<file path="config.mk">
export PLATFORM = sky130hd
export DESIGN_NAME = adc_mode_trigger_control
export DESIGN_NICKNAME = d
export VERILOG_FILES = /design/src/pkg/adc_ctrl_pkg.sv /design/src/rtl/adc_clock_divider.sv /design/src/rtl/adc_mode_trigger_control.sv
export SDC_FILE = /design/constraint.sdc
export NUM_CORES = 1
export LEC_CHECK = 0
export BUFFER_PORTS_ARGS = -buffer_cell sky130_fd_sc_hd__buf_2
export CAP_MARGIN = 20
export CORE_MARGIN = 1.5
export CORE_UTILIZATION = 40
export CTS_CLUSTER_DIAMETER = 200
export DETAILED_ROUTE_END_ITERATION = 10
export PLACE_DENSITY = 0.68
export SYNTH_ARGS = -nofsm -noshare
export SYNTH_HDL_FRONTEND = slang
export SYNTH_SLANG_ARGS = --single-unit
</file>
<file path="constraint.sdc">
create_clock -name CLOCK -period 4.6 [get_ports CLOCK]
set_clock_uncertainty 0.1 [all_clocks]
set_input_delay 0.46 -clock CLOCK [delete_from_list [all_inputs] [get_ports CLOCK]]
set_output_delay 0.46 -clock CLOCK [all_outputs]
set_load 0.01 [all_outputs]
</file>
<file path="src/pkg/adc_ctrl_pkg.sv">
/*
  Shared constants for the converter mode, trigger and limit-check control block:
  register indices, field positions, reset values, conversion lengths and state codes.
  Assumes an 8-bit register port with a 3-bit word index.
*/
package adc_ctrl_pkg;

  localparam int DATA_W   = 8;
  localparam int ADDR_W   = 3;
  localparam int RESULT_W = 10;
  localparam int STATUS_W = 2;
  localparam int DIV_W    = 7;
  localparam int COUNT_W  = 5;

  localparam logic [2:0] OFS_TIMING  = 3'h0;
  localparam logic [2:0] OFS_TRIGGER = 3'h1;
  localparam logic [2:0] OFS_REFCHK  = 3'h2;
  localparam logic [2:0] OFS_UPPER   = 3'h3;
  localparam logic [2:0] OFS_LOWER   = 3'h4;
  localparam logic [2:0] OFS_STATUS  = 3'h5;
  localparam logic [2:0] OFS_CLEAR   = 3'h6;
  localparam logic [2:0] OFS_ENABLE  = 3'h7;

  localparam int BIT_RUN      = 7;
  localparam int BIT_SCAN     = 6;
  localparam int FLD_DIV_LSB  = 3;
  localparam int FLD_OPM_LSB  = 1;
  localparam int BIT_COMP     = 0;
  localparam int FLD_TRGM_LSB = 6;
  localparam int BIT_ONESHOT  = 5;
  localparam int FLD_TSRC_LSB = 0;
  localparam int FLD_PREF_LSB = 6;
  localparam int BIT_NREF     = 5;
  localparam int BIT_INVERT   = 3;
  localparam int BIT_SNOOZE   = 2;
  localparam int BIT_RES8     = 0;
  localparam int ST_WINDOW    = 0;
  localparam int ST_END       = 1;

  localparam logic [7:0] TRIGGER_MASK  = 8'hE3;
  localparam logic [7:0] REFCHK_MASK   = 8'hED;
  localparam logic [7:0] RST_TIMING    = 8'h00;
  localparam logic [7:0] RST_TRIGGER   = 8'h00;
  localparam logic [7:0] RST_REFCHK    = 8'h00;
  localparam logic [7:0] RST_UPPER     = 8'hFF;
  localparam logic [7:0] RST_LOWER     = 8'h00;

  localparam logic [COUNT_W-1:0] CONV_CLKS_NORMAL1 = 5'h1B;
  localparam logic [COUNT_W-1:0] CONV_CLKS_NORMAL2 = 5'h19;

  localparam logic [1:0] OPM_NORMAL2   = 2'h1;
  localparam logic [1:0] TSRC_TIMER    = 2'h0;
  localparam logic [1:0] TSRC_CALENDAR = 2'h2;
  localparam logic [1:0] TSRC_INTERVAL = 2'h3;

  typedef enum logic [1:0] {
    ST_IDLE      = 2'b00,
    ST_WAIT_TRIG = 2'b01,
    ST_CONVERT   = 2'b10
  } conv_state_t;

  function automatic logic [DIV_W-1:0] divisor(input logic [2:0] code);
    case (code)
      3'h0:    divisor = 7'h40;
      3'h1:    divisor = 7'h20;
      3'h2:    divisor = 7'h10;
      3'h3:    divisor = 7'h08;
      3'h4:    divisor = 7'h06;
      3'h5:    divisor = 7'h05;
      3'h6:    divisor = 7'h04;
      default: divisor = 7'h02;
    endcase
  endfunction

endpackage

</file>
<file path="src/rtl/adc_clock_divider.sv">
/*
  Conversion clock divider: one-cycle tick every divisor() system clocks.
  Assumes the caller holds enable low for a cycle to restart the phase.
*/
`timescale 1ns/1ps
module adc_clock_divider
  import adc_ctrl_pkg::*;
(
  input  wire logic       clock,
  input  wire logic       reset_n,
  input  wire logic       ce,
  input  wire logic       enable,
  input  wire logic [2:0] div_code,
  output logic            tick
);

  logic [DIV_W-1:0] count;
  wire  logic [DIV_W-1:0] last = divisor(div_code) - 7'h01;
  wire  logic             wrap = (count >= last);

  always_ff @(posedge clock or negedge reset_n) begin
    if (!reset_n) begin
      count <= '0;
      tick  <= 1'b0;
    end else if (ce) begin
      if (!enable) begin
        count <= '0;
        tick  <= 1'b0;
      end else begin
        count <= wrap ? '0 : count + 7'h01;
        tick  <= wrap;
      end
    end
  end

endmodule // adc_clock_divider

</file>
<file path="src/rtl/adc_mode_trigger_control.sv">
/*
  Mode, trigger and limit-check control for a successive-approximation converter.
  Holds the three mode registers and two limit registers, sequences conversions from a
  software or timer trigger, checks each result against the limit window and raises
  the completion interrupt. Assumes single-cycle timer event pulses synchronous to
  CLOCK and an analogue core whose result is valid when the conversion time expires.
*/
// Local design decisions: the placing of the registers and the plain strobed port.
`timescale 1ns/1ps
module adc_mode_trigger_control
  import adc_ctrl_pkg::*;
(
  input  wire logic                CLOCK,
  input  wire logic                RESET_N,
  input  wire logic                CE,
  input  wire logic [ADDR_W-1:0]   ADDR,
  input  wire logic [DATA_W-1:0]   WDATA,
  input  wire logic                WR,
  input  wire logic                RD,
  output logic      [DATA_W-1:0]   RDATA,
  input  wire logic                TIMER_CH1_EVENT,
  input  wire logic                CALENDAR_CLOCK_EVENT,
  input  wire logic                INTERVAL_TIMER_EVENT,
  input  wire logic [RESULT_W-1:0] CONVERSION_RESULT,
  output logic                     CONV_CLOCK_TICK,
  output logic                     CONV_START,
  output logic                     CONV_BUSY,
  output logic                     CHANNEL_SCAN_SELECT,
  output logic                     COMPARATOR_ON,
  output logic      [1:0]          OP_MODE,
  output logic      [1:0]          POS_REF_SEL,
  output logic                     NEG_REF_SEL,
  output logic                     SNOOZE_USE,
  output logic                     RESOLUTION_8BIT,
  output logic                     CONVERSION_DONE_IRQ,
  output logic                     IRQ
);

  logic [7:0]          timing_mode_ctrl;
  logic [7:0]          trigger_ctrl;
  logic [7:0]          reference_check_ctrl;
  logic [7:0]          upper_limit_value;
  logic [7:0]          lower_limit_value;
  logic [STATUS_W-1:0] irq_status;
  logic [STATUS_W-1:0] irq_enable;
  conv_state_t         state;
  conv_state_t         next_state;
  logic [COUNT_W-1:0]  conv_count;
  logic                div_tick;

  // Register port decode.
  wire logic wr_timing  = WR && (ADDR == OFS_TIMING);
  wire logic wr_trigger = WR && (ADDR == OFS_TRIGGER);
  wire logic wr_refchk  = WR && (ADDR == OFS_REFCHK);
  wire logic wr_upper   = WR && (ADDR == OFS_UPPER);
  wire logic wr_lower   = WR && (ADDR == OFS_LOWER);
  wire logic wr_clear   = WR && (ADDR == OFS_CLEAR);
  wire logic wr_enable  = WR && (ADDR == OFS_ENABLE);

  // Field views of the mode registers.
  wire logic       conversion_run      = timing_mode_ctrl[BIT_RUN];
  wire logic       comparator_on       = timing_mode_ctrl[BIT_COMP];
  wire logic [2:0] clock_div_sel       = timing_mode_ctrl[FLD_DIV_LSB +: 3];
  wire logic [1:0] op_mode_sel         = timing_mode_ctrl[FLD_OPM_LSB +: 2];
  wire logic [1:0] trigger_mode        = trigger_ctrl[FLD_TRGM_LSB +: 2];
  wire logic       one_shot_select     = trigger_ctrl[BIT_ONESHOT];
  wire logic [1:0] hw_trigger_src      = trigger_ctrl[FLD_TSRC_LSB +: 2];
  wire logic       limit_window_invert = reference_check_ctrl[BIT_INVERT];

  // Software trigger whenever the upper trigger-mode bit is clear.
  wire logic hw_mode = trigger_mode[1];

  // Hardware trigger pick; the unused source code never fires.
  wire logic hw_event =
      (hw_trigger_src == TSRC_TIMER)    ? TIMER_CH1_EVENT :
      (hw_trigger_src == TSRC_CALENDAR) ? CALENDAR_CLOCK_EVENT :
      (hw_trigger_src == TSRC_INTERVAL) ? INTERVAL_TIMER_EVENT : 1'b0;

  // Normal 2 finishes in fewer conversion clocks than Normal 1.
  wire logic [COUNT_W-1:0] conv_len =
      (op_mode_sel == OPM_NORMAL2) ? CONV_CLKS_NORMAL2 : CONV_CLKS_NORMAL1;

  // Conversion proceeds only while the run bit and the comparator are both on.
  wire logic active = conversion_run && comparator_on;

  wire logic conv_end = (state == ST_CONVERT) && active && div_tick
                        && (conv_count == conv_len - 5'h01);

  // In hardware mode a fresh trigger during a conversion restarts it.
  wire logic retrigger = (state == ST_CONVERT) && active && hw_mode && hw_event;

  // Limit window check on the upper eight result bits.
  wire logic [7:0] cmp_value = CONVERSION_RESULT[RESULT_W-1 -: 8];
  wire logic in_window = (cmp_value >= lower_limit_value)
                         && (cmp_value <= upper_limit_value);
  wire logic window_hit = limit_window_invert ? !in_window : in_window;
  wire logic done_event = conv_end && window_hit;

  // Software one-shot completion drops the run bit.
  wire logic clear_run = conv_end && one_shot_select && !hw_mode;

  wire logic [STATUS_W-1:0] events = {conv_end, done_event};
  wire logic [STATUS_W-1:0] clear_bits = wr_clear ? WDATA[STATUS_W-1:0] : '0;

  wire logic [DATA_W-1:0] read_value =
      (ADDR == OFS_TIMING)  ? timing_mode_ctrl :
      (ADDR == OFS_TRIGGER) ? trigger_ctrl :
      (ADDR == OFS_REFCHK)  ? reference_check_ctrl :
      (ADDR == OFS_UPPER)   ? upper_limit_value :
      (ADDR == OFS_LOWER)   ? lower_limit_value :
      (ADDR == OFS_STATUS)  ? {6'h00, irq_status} :
      (ADDR == OFS_ENABLE)  ? {6'h00, irq_enable} : 8'h00;

  // Start pulses are any entry into a conversion or a restart within one.
  wire logic start_now = (next_state == ST_CONVERT)
                         && ((state != ST_CONVERT) || retrigger
                             || (conv_end && !one_shot_select));

  adc_clock_divider u_divider (
    .clock    (CLOCK),
    .reset_n  (RESET_N),
    .ce       (CE),
    .enable   ((state == ST_CONVERT) && !start_now),
    .div_code (clock_div_sel),
    .tick     (div_tick)
  );

  always_comb begin
    next_state = state;
    case (state)
      ST_IDLE: begin
        if (active) begin
          next_state = hw_mode ? ST_WAIT_TRIG : ST_CONVERT;
        end
      end
      ST_WAIT_TRIG: begin
        if (!active || !hw_mode) begin
          next_state = ST_IDLE;
        end else if (hw_event) begin
          next_state = ST_CONVERT;
        end
      end
      ST_CONVERT: begin
        if (!active) begin
          next_state = ST_IDLE;
        end else if (conv_end && one_shot_select && !retrigger) begin
          next_state = hw_mode ? ST_WAIT_TRIG : ST_IDLE;
        end
      end
      default: begin
        next_state = ST_IDLE;
      end
    endcase
  end

  always_ff @(posedge CLOCK or negedge RESET_N) begin
    if (!RESET_N) begin
      state      <= ST_IDLE;
      conv_count <= '0;
    end else if (CE) begin
      state <= next_state;
      if (start_now) begin
        conv_count <= '0;
      end else if ((state == ST_CONVERT) && div_tick) begin
        conv_count <= conv_count + 5'h01;
      end
    end
  end

  // A write to the run bit wins over the hardware clear in the same cycle.
  always_ff @(posedge CLOCK or negedge RESET_N) begin
    if (!RESET_N) begin
      timing_mode_ctrl <= RST_TIMING;
    end else if (CE) begin
      if (wr_timing) begin
        timing_mode_ctrl <= WDATA;
      end else if (clear_run) begin
        timing_mode_ctrl[BIT_RUN] <= 1'b0;
      end
    end
  end

  // Fixed-zero bits are not stored and read back as zero.
  always_ff @(posedge CLOCK or negedge RESET_N) begin
    if (!RESET_N) begin
      trigger_ctrl         <= RST_TRIGGER;
      reference_check_ctrl <= RST_REFCHK;
      upper_limit_value    <= RST_UPPER;
      lower_limit_value    <= RST_LOWER;
      irq_enable           <= '0;
    end else if (CE) begin
      if (wr_trigger) begin
        trigger_ctrl <= WDATA & TRIGGER_MASK;
      end
      if (wr_refchk) begin
        reference_check_ctrl <= WDATA & REFCHK_MASK;
      end
      if (wr_upper) begin
        upper_limit_value <= WDATA;
      end
      if (wr_lower) begin
        lower_limit_value <= WDATA;
      end
      if (wr_enable) begin
        irq_enable <= WDATA[STATUS_W-1:0];
      end
    end
  end

  // Sticky status: a new event in the clearing cycle keeps its bit set.
  always_ff @(posedge CLOCK or negedge RESET_N) begin
    if (!RESET_N) begin
      irq_status <= '0;
    end else if (CE) begin
      irq_status <= (irq_status & ~clear_bits) | events;
    end
  end

  always_ff @(posedge CLOCK or negedge RESET_N) begin
    if (!RESET_N) begin
      RDATA <= '0;
    end else if (CE) begin
      RDATA <= RD ? read_value : '0;
    end
  end

  always_ff @(posedge CLOCK or negedge RESET_N) begin
    if (!RESET_N) begin
      CONV_CLOCK_TICK     <= 1'b0;
      CONV_START          <= 1'b0;
      CONV_BUSY           <= 1'b0;
      CONVERSION_DONE_IRQ <= 1'b0;
      IRQ                 <= 1'b0;
    end else if (CE) begin
      CONV_CLOCK_TICK     <= div_tick;
      CONV_START          <= start_now;
      CONV_BUSY           <= (next_state == ST_CONVERT);
      CONVERSION_DONE_IRQ <= done_event;
      IRQ                 <= |(((irq_status & ~clear_bits) | events) & irq_enable);
    end
  end

  // Analogue core controls come straight from the mode registers.
  always_comb begin
    CHANNEL_SCAN_SELECT = timing_mode_ctrl[BIT_SCAN];
    COMPARATOR_ON       = comparator_on;
    OP_MODE             = op_mode_sel;
    POS_REF_SEL         = reference_check_ctrl[FLD_PREF_LSB +: 2];
    NEG_REF_SEL         = reference_check_ctrl[BIT_NREF];
    SNOOZE_USE          = reference_check_ctrl[BIT_SNOOZE];
    RESOLUTION_8BIT     = reference_check_ctrl[BIT_RES8];
  end

endmodule // adc_mode_trigger_control

</file>
# Yosys cells after proc, flatten, opt, wreduce, memory -nomap -nowiden
# Index checks and enable logic that the tools add are counted.
# word_totals
mem_bits_ro	0
register_bits	67
elab_cells	126
out_inout_bits	22
latchBits	0
memories	0
mem_bits_rw	0
# classes
shifts	0
reduce_logical	46
order_cmp	3
mul	0
bitwise	4
n_mux	30
eq_ne	21
add_sub_neg	4
div	0
# op_table
cell	n
case mux 7 bit (7 select lines)	1
2-to-1 mux 8 bit	6
logical AND 1 bit	22
equality test 3 bit, second input constant	7
2-to-1 mux 2 bit	10
AND reduction 2 bit	8
2-to-1 mux 7 bit	2
equality test 3 x 2 -> 1 bit, second input constant	4
2-to-1 mux 5 bit	2
equality test 2 bit, second input constant	4
greater-or-equal comparator 8 bit	1
less-or-equal comparator 8 bit	1
2-to-1 mux 1 bit	8
adder 7 x 1 -> 7 bit, second input constant	1
greater-or-equal comparator 7 bit	1
subtractor 7 x 1 -> 7 bit, second input constant	1
equality test 3 x 1 -> 1 bit, second input constant	2
zero test 1 bit	6
zero test 3 bit	2
case mux 2 bit (3 select lines)	1
adder 5 x 1 -> 5 bit, second input constant	1
equality test 5 bit	1
subtractor 4 x 2 -> 5 bit, second input constant	1
bitwise AND 2 bit	2
8 further kinds	13

# Longest topological paths before layout
# Gate-level depths: netlist of run 1.
# logic_depth
word_depth	15
ltp_mapped	10
depth_no_buf	10

# Modules after synthesis
# Synthesis of run 1 repeated with hierarchy kept, for this count alone.
# hier_totals
cells_unflattened	408
area_unflattened_um2	3883.7
# by_module_without_submodules
mod	n_inst	seq_area_each_um2	area_per_inst_um2	cells_per_inst
adc_mode_trigger_control	1	1486.4	3255.6	338
adc_clock_divider	1	200.2	628.1	70

# Least setup slack after synthesis of run 1
# No wires, ideal clock.
# synth_path
path_type	register to register
from	register timing_mode_ctrl[4]
to	register u_divider.count[5]
path_slack_ns	1.985
n_path_buf	0
stages_incl_launch_ff	11
t_arrival_ns	2.414
period_less_slack_ns	2.615
required_time_ns	4.399
setup_time_ns	0.101
path_cell_list	dfrtp_1 and2_1 o21ai_0 ha_1 ha_1 a21o_1 a31oi_1 o21ai_0 a21oi_1 nand4_4 o311ai_2
# synth_between
elab_chain_len	6
word_cells_on_any_way	12
classes_between	add/sub: 1; order compare: 1; eq/ne: 6; mux: 3; reduce/logical: 1
# synth_lines
element	line_no	text
from (decl)	adc_mode_trigger_control.sv:39	logic [7:0] timing_mode_ctrl;
from (signal assigned)	adc_mode_trigger_control.sv:173	timing_mode_ctrl <= RST_TIMING;
from (signal assigned)	adc_mode_trigger_control.sv:176	timing_mode_ctrl <= WDATA;
from (signal, indexed assignment)	adc_mode_trigger_control.sv:178	timing_mode_ctrl[BIT_RUN] <= 1'b0;
equality test 3 bit, or another cell as far along	adc_ctrl_pkg.sv:63	case (code)
case mux 7 bit (7 select lines) (*)	adc_ctrl_pkg.sv:63	
subtractor 7 x 1 -> 7 bit (*)	adc_clock_divider.sv:18	wire logic [DIV_W-1:0] last = divisor(div_code) - 7'h01;
greater-or-equal comparator 7 bit (*)	adc_clock_divider.sv:19	wire logic wrap = (count >= last);
2-to-1 mux 7 bit (*)	adc_clock_divider.sv:30	count <= wrap ? '0 : count + 7'h01;
2-to-1 mux 7 bit (*)	adc_clock_divider.sv:26	if (!enable) begin
to (signal assigned)	adc_clock_divider.sv:30	
to (decl)	adc_clock_divider.sv:17	logic [DIV_W-1:0] count;
# Every way passes the cells marked *; elsewhere a longest branch is shown, timed or not.
# A chain may end at the register's enable or synchronous reset.

# Worst setup path after layout of run 1
# Same ends and word-level chain as after synthesis.

==> flow_metrics.py, run 1 <==
metrics = {
    "status": {
        "status": "finished, final reports clean",
    },
    "critical_path": {
        "cp.arrival_ns": 3.12,
        "critical-path-max-stage-delay_ns": 0.60,
        "critPathKind": "reg -> reg",
        "critPathCaptureType": "register",
        "path_delay_family": "compound AO/OA/AOI/OAI gates",
        "worst_path_max_delay_cell": "a21oi_1",
        "required_ns": 4.75,
        "crit_chain": "and2_1, o21ai_0, ha_1, ha_1, a21o_1, a31oi_1, o21ai_0, a21oi_1, nand4_4, o311ai_2",
        "worstSetupStartpointType": "register",
        "path_buf_inv": 0,
        "crit_fanout": 8,
    },
    "timing": {
        "worst_pin_slew_ns": 0.893,
        "report.final.slew_viol_count": 0,
        "hold-worst-slack_ns": 0.138,
        "period_minus_slack_ns": 2.97,
        "fin_tns_setup_ns": 0,
        "fin_crit_sh": 0.646,
        "clock.fmax_mhz": 336,
        "max_slew_margin": 0.405,
        "setup_viol": 0,
        "finalHoldViolCount": 0,
        "grt_setup_unrepaired": "false",
    },
    "logic_synthesis": {
        "synth.distinct_cells": 57,
        "syn_nets": 453,
        "async_reset_ff_frac": 1.00,
        "synthCells": 398,
        "ys_warn_count": 0,
        "ys_seq_area_frac": 0.430,
        "synth_area_per_cell_um2": 9.85,
        "synth-seq-cells": 67,
        "synth_area_mm2": 0.00392,
        "synth_edf_count": 0,
        "synth_ff_type": "dfrtp_1",
    },
    "power": {
        "p_leak_nw": 2.05,
        "total_power_w": 0.00178,
        "peakVddDrop_mv": 0.132,
        "power_density_mw_per_mm2": 397,
    },
    "global_route": {
        "grt_pass1_wl_mm": 15.4,
        "grt-ovfl-total": 0,
        "grt_usage": 0.191,
        "grt_max_degree": 40,
        "grt_pass1_vias": 3029,
        "antenna_found_initial": 0,
    },
    "clock_tree": {
        "htreeDepth": 3,
        "clkTransAtPathRegs_ns": 0.07,
        "cts_setup_buffers": 0,
        "cts_buffer_depth": 2,
        "tritoncts": "done",
        "cts_resized": 0,
        "insertion_delay_ns": 0.34,
        "ctsRootBufferMaster": "clkbuf_8",
        "hold_buffers": 0,
        "clock_sinks": 67,
        "numCtsBuffers": 9,
    },
    "finish": {
        "area_growth_pct": 14.5,
        "design_area_mm2": 0.00449,
        "final_common_cell": "dfrtp_1",
        "diodes": 0,
        "fin_nets": 496,
        "drive_above_1_share": 0.256,
        "register_area_mm2": 0.00169,
        "layout.cells.most_common_list": "dfrtp_1, buf_2, nand2_1, o21ai_0, inv_1",
        "nFillCells": 911,
        "multi_input_area_mm2": 0.00203,
    },
    "routing": {
        "vias": 3114,
        "drt_iter0_markers": 167,
        "viasPerCell": 5.42,
        "wl_mm": 9.08,
        "firstDrtPassIters": 4,
        "drc": 0,
        "post_drt_wl_per_cell_um": 15.8,
        "ant_nets": 0,
    },
    "place": {
        "placed_area_mm2": 0.00425,
        "hpwl_mm": 6.80,
        "place_congestion": 0.789,
        "numPortBuffers": 48,
    },
    "die": {
        "row_count": 35,
        "initial_core_util": 0.418,
        "core_area_mm2": 0.00937,
        "die-height_um": 102,
        "io_pins": 51,
        "die-area_mm2": 0.0104,
        "die_w_um": 102,
    },
    "min_path": {
        "hp-class": "in -> async",
    },
    "flow_run": {
        "drv_cap": 0,
    },
}
-- Yosys cell counts, drive strengths merged, types with 3 or more instances --
cell type	count	share of area
o21ai	30	0.038
nand2b	6	0.0096
nand3	13	0.018
a21oi	26	0.034
dfstp	8	0.054
a41oi	3	0.0086
xnor2	3	0.0067
a21o	5	0.0096
mux2	23	0.066
and3	4	0.0064
nor2	17	0.016
ha	26	0.083
and2	3	0.0048
nand2	40	0.038
o22ai	5	0.0080
clkbuf	10	0.0096
dfrtp	59	0.38
a211oi	8	0.015
xor2	3	0.0067
nor2b	6	0.010
buf	9	0.014
o2bb2ai	10	0.022
nor3	4	0.0051
mux2i	7	0.019
nand4	9	0.018
a31oi	3	0.0048
inv	29	0.028
-- area by class of cell --
type                    instances  share of cell area
well taps                     129              0.0359
multi-input cells             283               0.453
clock buffers                  11              0.0337
repair buffers                 51              0.0585
flip-flops and latches         67               0.376
clock inverters                 5              0.0189
inverters                      29              0.0242
-- path summary, 6_finish.rpt --
check,from,endpoint,slack [ns],cells past startpoint
setup / recovery,timing_mode_ctrl[4],u_divider.count[5],1.63,10
hold / removal,RESET_N,u_divider.count[5],0.14,1
setup reg to reg,timing_mode_ctrl[4],u_divider.count[5],1.63,10
hold reg to reg,CONV_BUSY,CONV_BUSY,0.38,1
max in group asynchronous,RESET_N,upper_limit_value[7],3.32,2
min in group CLOCK,WDATA[4],upper_limit_value[4],0.26,3
-- logic make-up after synthesis --
group | Yosys count | synth area share
flip-flops | 67 | 0.430
XOR/XNOR | 6 | 0.0134
AO/OA/AOI/OAI | 108 | 0.183
adder cells (fa/ha/maj) | 26 | 0.0830
multiplexers | 31 | 0.0906
buffers and inverters | 48 | 0.0511
AND/OR/NAND/NOR | 112 | 0.148
-- state kept, by name, summed over array words and instances (netlist names) --
register,flops
CONV_BUSY,1
conv_count,5
RDATA,8
CONVERSION_DONE_IRQ,1
irq_status,2
trigger_ctrl,5
state,2
lower_limit_value,8
CONV_START,1
upper_limit_value,8
u_divider.tick,1
IRQ,1
irq_enable,2
timing_mode_ctrl,8
u_divider.count,7
reference_check_ctrl,6
CONV_CLOCK_TICK,1
-- metal layers --
metal / vias to the layer above / wire length, um / track usage
met5: - / 0 / 0
met4: 0 / 102 / 0.0558
met3: 10 / 392 / 0.0390
met2: 62 / 4320 / 0.305
met1: 1512 / 4260 / 0.264
li1: 1530 / - / -
-- stage by stage --
| step | cells | util | setup slack [ns] |
|---|---|---|---|
| 2_1_floorplan | 398 | - | 1.99 |
| 3_3_place_gp | 559 | 0.454 | 1.69 |
| 3_5_place_dp | 559 | 0.454 | 1.61 |
| 4_1_cts | 575 | 0.479 | 1.60 |
| 5_1_grt | 575 | 0.479 | 1.39 |
| 6_report | 575 | 0.479 | 1.63 |
-- power breakdown --
part	internal (W)	switching, W	total [W]	leakage (nW)
combinational	0.000195	0.000231	0.000426	1.09
sequential	0.000696	0.0000880	0.000784	0.844
clock	0.000337	0.000236	0.000573	0.116
total	0.00123	0.000555	0.00178	2.05
No activity file was read; power rests on OpenSTA's default activity.
==> run 2, diff against run 1 <==
==> constraint.sdc (replaced) <==
create_clock -name CLOCK -period 3 [get_ports CLOCK]
set_clock_uncertainty 0.1 [all_clocks]
set_input_delay 0.3 -clock CLOCK [delete_from_list [all_inputs] [get_ports CLOCK]]
set_output_delay 0.3 -clock CLOCK [all_outputs]
set_load 0.01 [all_outputs]
==> run 2 against run 1 <==
Largest cell class unchanged; worst hold slack lost 0.047 ns; combinational power grew 56%; via count grew 0.96%.
==> flow_metrics.py, run 2 (synthesis gave the netlist of run 1 again) <==
metrics = {
    "status": {
        "status": "finished, final reports clean",
    },
    "finish": {
        "drive_above_1_share": 0.263,
        "final_common_cell": "dfrtp_1",
        "nFillCells": 927,
        "area_growth_pct": 15.2,
        "diodes": 0,
        "final_core_util": 0.482,
        "layout.cells.most_common_list": "dfrtp_1, buf_2, nand2_1, o21ai_0, inv_1",
        "fin_nets": 502,
    },
    "critical_path": {
        "critPathCaptureType": "register",
        "crit_fanout": 8,
        "critPathKind": "reg -> reg",
        "required_ns": 3.14,
        "worstSetupStartpointType": "register",
        "cp.arrival_ns": 2.78,
    },
    "die": {
        "core_area_mm2": 0.00937,
        "io_pins": 51,
        "die-area_mm2": 0.0104,
        "initial_core_util": 0.418,
        "row_count": 35,
        "die_w_um": 102,
        "die-height_um": 102,
    },
    "timing": {
        "max_slew_margin": 0.529,
        "grt_setup_unrepaired": "false",
        "fin_crit_sh": 0.879,
        "setup_slack_ns": 0.364,
        "period_minus_slack_ns": 2.64,
        "fin_tns_setup_ns": 0,
        "clock.fmax_mhz": 379,
        "setup_viol": 0,
        "report.final.slew_viol_count": 0,
        "finalHoldViolCount": 0,
        "hold-worst-slack_ns": 0.0910,
        "worst_pin_slew_ns": 0.706,
    },
    "routing": {
        "post_drt_wl_per_cell_um": 15.9,
        "drt_iter0_markers": 169,
        "wl_mm": 9.26,
        "drc": 0,
        "vias": 3144,
        "ant_nets": 0,
        "firstDrtPassIters": 5,
        "viasPerCell": 5.41,
    },
    "global_route": {
        "antenna_found_initial": 0,
        "grt_pass1_vias": 3078,
        "grt-ovfl-total": 0,
        "grt_max_degree": 38,
        "grt_pass1_wl_mm": 15.5,
        "grt_usage": 0.190,
    },
    "min_path": {
        "hp-class": "in -> reg",
    },
    "clock_tree": {
        "htreeDepth": 3,
        "tritoncts": "done",
        "numCtsBuffers": 9,
        "cts_buffer_depth": 2,
        "insertion_delay_ns": 0.35,
        "cts_setup_buffers": 0,
        "ctsRootBufferMaster": "clkbuf_8",
        "clkTransAtPathRegs_ns": 0.07,
        "clock_sinks": 67,
    },
    "power": {
        "p_comb_frac": 0.251,
        "p_sw_w": 0.000863,
        "power_density_mw_per_mm2": 585,
        "p_leak_nw": 2.07,
        "switching_share": 0.327,
        "peakVddDrop_mv": 0.219,
        "total_power_w": 0.00264,
        "intPower_w": 0.00178,
        "seq_power_share": 0.456,
        "pwr-share-clk": 0.292,
    },
    "place": {
        "place_congestion": 0.775,
        "hpwl_mm": 6.92,
        "post-place-ws_ns": 0.384,
        "numPortBuffers": 48,
    },
    "flow_run": {
        "drv_cap": 0,
    },
}
run 2: stage by stage:
step,instances,area (um2)
global placement,564,4300
CTS,581,4520
finish,581,4520
global route,581,4520
floorplan,398,3920
detailed placement,564,4300
run 2: what timing repair did:
action / 4_1_cts / 5_1_grt
endpoints found under the hold margin: 22 / 0
hold buffers: 1 / 0
gates resized for setup: 0 / 0
run 2: layer usage:
metal  track usage  wire [um]
met1         0.264       4310
met2         0.311       4540
met3        0.0315        335
met4        0.0495         75
met5             0          0
run 2: cell type report:
type | count | area, um2 | share of cell area
clock buffers | 10 | 138 | 0.0305
flip-flops and latches | 67 | 1690 | 0.374
multi-input cells | 283 | 2030 | 0.451
clock inverters | 6 | 63.8 | 0.0141
well taps | 129 | 161 | 0.0357
inverters | 29 | 109 | 0.0241
repair buffers | 57 | 323 | 0.0715
run 2: critical path, stage by stage (launching register included):
cell and delay [ns]:
dfrtp_1 0.46, and2_1 0.21, o21ai_0 0.18, ha_1 0.27, ha_1 0.18, a21o_1 0.17
a31oi_1 0.13, o21ai_0 0.10, a21oi_1 0.15, buf_4 0.18, nand4_4 0.15, o311ai_2 0.27
run 2: power by group through the flow:
stage	combinational [W]	clock, W	sequential [W]
2_1_floorplan	0.000473	0	0.00119
3_3_place_gp	0.000644	0	0.00121
3_5_place_dp	0.000668	0	0.00122
4_1_cts	0.000673	0.000789	0.00121
5_1_grt	0.000764	0.000822	0.00123
6_report	0.000664	0.000772	0.00121
run 2: worst paths after layout:
check | from | endpoint | slack [ns] | cells after the start
setup / recovery | timing_mode_ctrl[4] | u_divider.count[5] | 0.36 | 11
hold / removal | WDATA[4] | upper_limit_value[4] | 0.09 | 3
setup reg to reg | timing_mode_ctrl[4] | u_divider.count[5] | 0.36 | 11
hold reg to reg | CONV_BUSY | CONV_BUSY | 0.38 | 1
max in group asynchronous | RESET_N | RDATA[1] | 1.71 | 3
min in group asynchronous | RESET_N | trigger_ctrl[5] | 0.46 | 2
==> run 3, diff against run 2 <==
--- a/config.mk
+++ b/config.mk
@@ -8,10 +8,10 @@
 export BUFFER_PORTS_ARGS = -buffer_cell sky130_fd_sc_hd__buf_2
 export CAP_MARGIN = 20
 export CORE_MARGIN = 1.5
-export CORE_UTILIZATION = 40
+export CORE_UTILIZATION = 58
 export CTS_CLUSTER_DIAMETER = 200
 export DETAILED_ROUTE_END_ITERATION = 10
-export PLACE_DENSITY = 0.68
+export PLACE_DENSITY = 0.89
 export SYNTH_ARGS = -nofsm -noshare
 export SYNTH_HDL_FRONTEND = slang
 export SYNTH_SLANG_ARGS = --single-unit
==> run 3 against run 2 <==
The flow now finishes with violations (design-rule violations); register-to-register slack got worse by 0.02 ns; wire length rose by 2.6%; first-iteration DRC count rose by 28%; global-route usage rose by 8.7 points; utilization rose by 22 points; worst hold slack improved by 0.013 ns; non-clock buffer count did not move; count of clock-buffer cells in the layout did not move; fmax fell by 0.84%; die area fell by 30%; total power rose by 10%; largest power group unchanged; highest routed layer unchanged.
==> flow_metrics.py, run 3 (synthesis gave the netlist of run 1 again) <==
metrics = {
    "timing": {
        "worst_pin_slew_ns": 0.933,
        "clock.fmax_mhz": 376,
        "period_minus_slack_ns": 2.66,
        "fin_tns_setup_ns": 0,
        "finalHoldViolCount": 0,
        "grt_setup_unrepaired": "false",
        "setup_viol": 0,
        "max_slew_margin": 0.373,
        "fin_crit_sh": 0.886,
        "setup_slack_ns": 0.342,
        "report.final.slew_viol_count": 0,
    },
    "routing": {
        "drc": 4,
        "vias": 3320,
        "ant_nets": 0,
        "wl_mm": 9.50,
        "drt_iter0_markers": 217,
        "post_drt_wl_per_cell_um": 18.0,
        "firstDrtPassIters": 7,
        "viasPerCell": 6.28,
    },
    "die": {
        "die-height_um": 85.2,
        "row_count": 29,
        "io_pins": 51,
        "die_w_um": 85.2,
        "core_area_mm2": 0.00646,
        "die-area_mm2": 0.00726,
        "initial_core_util": 0.607,
    },
    "critical_path": {
        "worst_path_max_delay_cell": "dfrtp_1",
        "critPathKind": "reg -> reg",
        "cp.arrival_ns": 2.81,
        "critical-path-max-stage-delay_ns": 0.46,
        "critPathCaptureType": "register",
        "crit_chain": "and2_1, o21ai_0, ha_1, ha_1, a21o_1, a31oi_1, o21ai_0, a21oi_1, buf_4, nand4_4, o311ai_2",
        "required_ns": 3.15,
        "r2r-end": "u_divider.count[5]",
        "r2r_slack_ns": 0.34,
        "r2r_start": "timing_mode_ctrl[4]",
        "worstSetupStartpointType": "register",
        "crit_fanout": 8,
        "rr_worst_depth": 11,
    },
    "power": {
        "peakVddDrop_mv": 0.284,
        "seq_power_share": 0.416,
        "pwr-share-clk": 0.351,
        "power_density_mw_per_mm2": 647,
        "p_comb_frac": 0.234,
        "total_power_w": 0.00292,
        "p_leak_nw": 2.10,
        "p_sw_w": 0.000885,
        "switching_share": 0.303,
        "intPower_w": 0.00203,
    },
    "min_path": {
        "hold_depth": 3,
        "hold_end": "upper_limit_value[4]",
        "hp-class": "in -> reg",
        "holdCritStartpoint": "WDATA[4]",
    },
    "place": {
        "post-place-ws_ns": 0.377,
        "numPortBuffers": 48,
        "place_congestion": 0.833,
        "hpwl_mm": 6.74,
    },
    "status": {
        "status": "complete, but fails checks",
        "violations": "design-rule violations",
    },
    "global_route": {
        "grt_pass1_wl_mm": 15.8,
        "grt-ovfl-total": 0,
        "grt_max_degree": 30,
        "grt_usage": 0.278,
        "grt_pass1_vias": 3252,
        "antenna_found_initial": 0,
    },
    "finish": {
        "fin_nets": 502,
        "nFillCells": 456,
        "diodes": 0,
        "final_core_util": 0.698,
        "layout.cells.most_common_list": "dfrtp_1, buf_2, nand2_1, o21ai_0, inv_1",
        "area_growth_pct": 15.0,
        "final_common_cell": "dfrtp_1",
        "drive_above_1_share": 0.263,
    },
    "clock_tree": {
        "insertion_delay_ns": 0.35,
        "ctsRootBufferMaster": "clkbuf_8",
        "cts_buffer_depth": 2,
        "numCtsBuffers": 9,
        "clkTransAtPathRegs_ns": 0.07,
        "clock_sinks": 67,
        "tritoncts": "done",
        "cts_setup_buffers": 0,
        "htreeDepth": 3,
    },
    "flow_run": {
        "drv_cap": 0,
    },
}
==> run 3: area by class of cell <==
class                      instances  area (um2)  area share
sequential                        67        1690       0.374
inverter                          29         109      0.0241
multi-input combinational        283        2030       0.451
clock inverter                     6         136      0.0302
timing repair buffer              57         310      0.0688
clock buffer                      10         138      0.0305
tap                               77        96.3      0.0214
==> run 3: worst max path at each step <==
stage                                   start                 end  slack, ns  cells past startpoint
after global routing      timing_mode_ctrl[4]  u_divider.count[5]       0.18                     11
after global placement    timing_mode_ctrl[4]  u_divider.count[5]       0.46                     11
after floorplan           timing_mode_ctrl[4]  u_divider.count[5]       0.39                     10
final                     timing_mode_ctrl[4]  u_divider.count[5]       0.34                     11
after CTS                 timing_mode_ctrl[4]  u_divider.count[5]       0.36                     11
after detailed placement  timing_mode_ctrl[4]  u_divider.count[5]       0.38                     11
==> run 3: layer usage <==
metal,GRT usage,part of all wire,up-vias
li1,-,-,1542
met1,0.353,0.42,1638
met2,0.465,0.50,110
met3,0.0525,0.050,30
met4,0.116,0.033,0
met5,0,0,-
==> run 3: metrics by stage <==
stage / instances / hold slack, ns / instance area, um2
4_1_cts: 529 / 0.106 / 4510
5_1_grt: 529 / 0.0938 / 4510
6_report: 529 / 0.104 / 4510
3_3_place_gp: 512 / 0.128 / 4230
2_1_floorplan: 398 / -0.0956 / 3920
3_5_place_dp: 512 / 0.124 / 4230
==> run 3: power groups by stage <==
stage / Combinational, W / Clock (W) / Sequential, W
after CTS: 0.000683 / 0.00102 / 0.00121
after global placement: 0.000630 / 0 / 0.00121
final: 0.000681 / 0.00102 / 0.00121
after global routing: 0.000757 / 0.00106 / 0.00123
after detailed placement: 0.000669 / 0 / 0.00122
after floorplan: 0.000473 / 0 / 0.00119
==> run 3: critical path, delay by kind of cell, from the launching register on <==
kind	cells	cell delay [ns]
and+or+nand+nor	2	0.36
AOI/OAI and AO/OA	6	1.01
buffers and inverters	1	0.18
DFF	1	0.46
adders and majority gates	2	0.44
==> run 3: timing repair <==
item	in CTS	in global routing
resized for setup	0	0
hold buffers	1	0
endpoints found under the hold margin	14	0
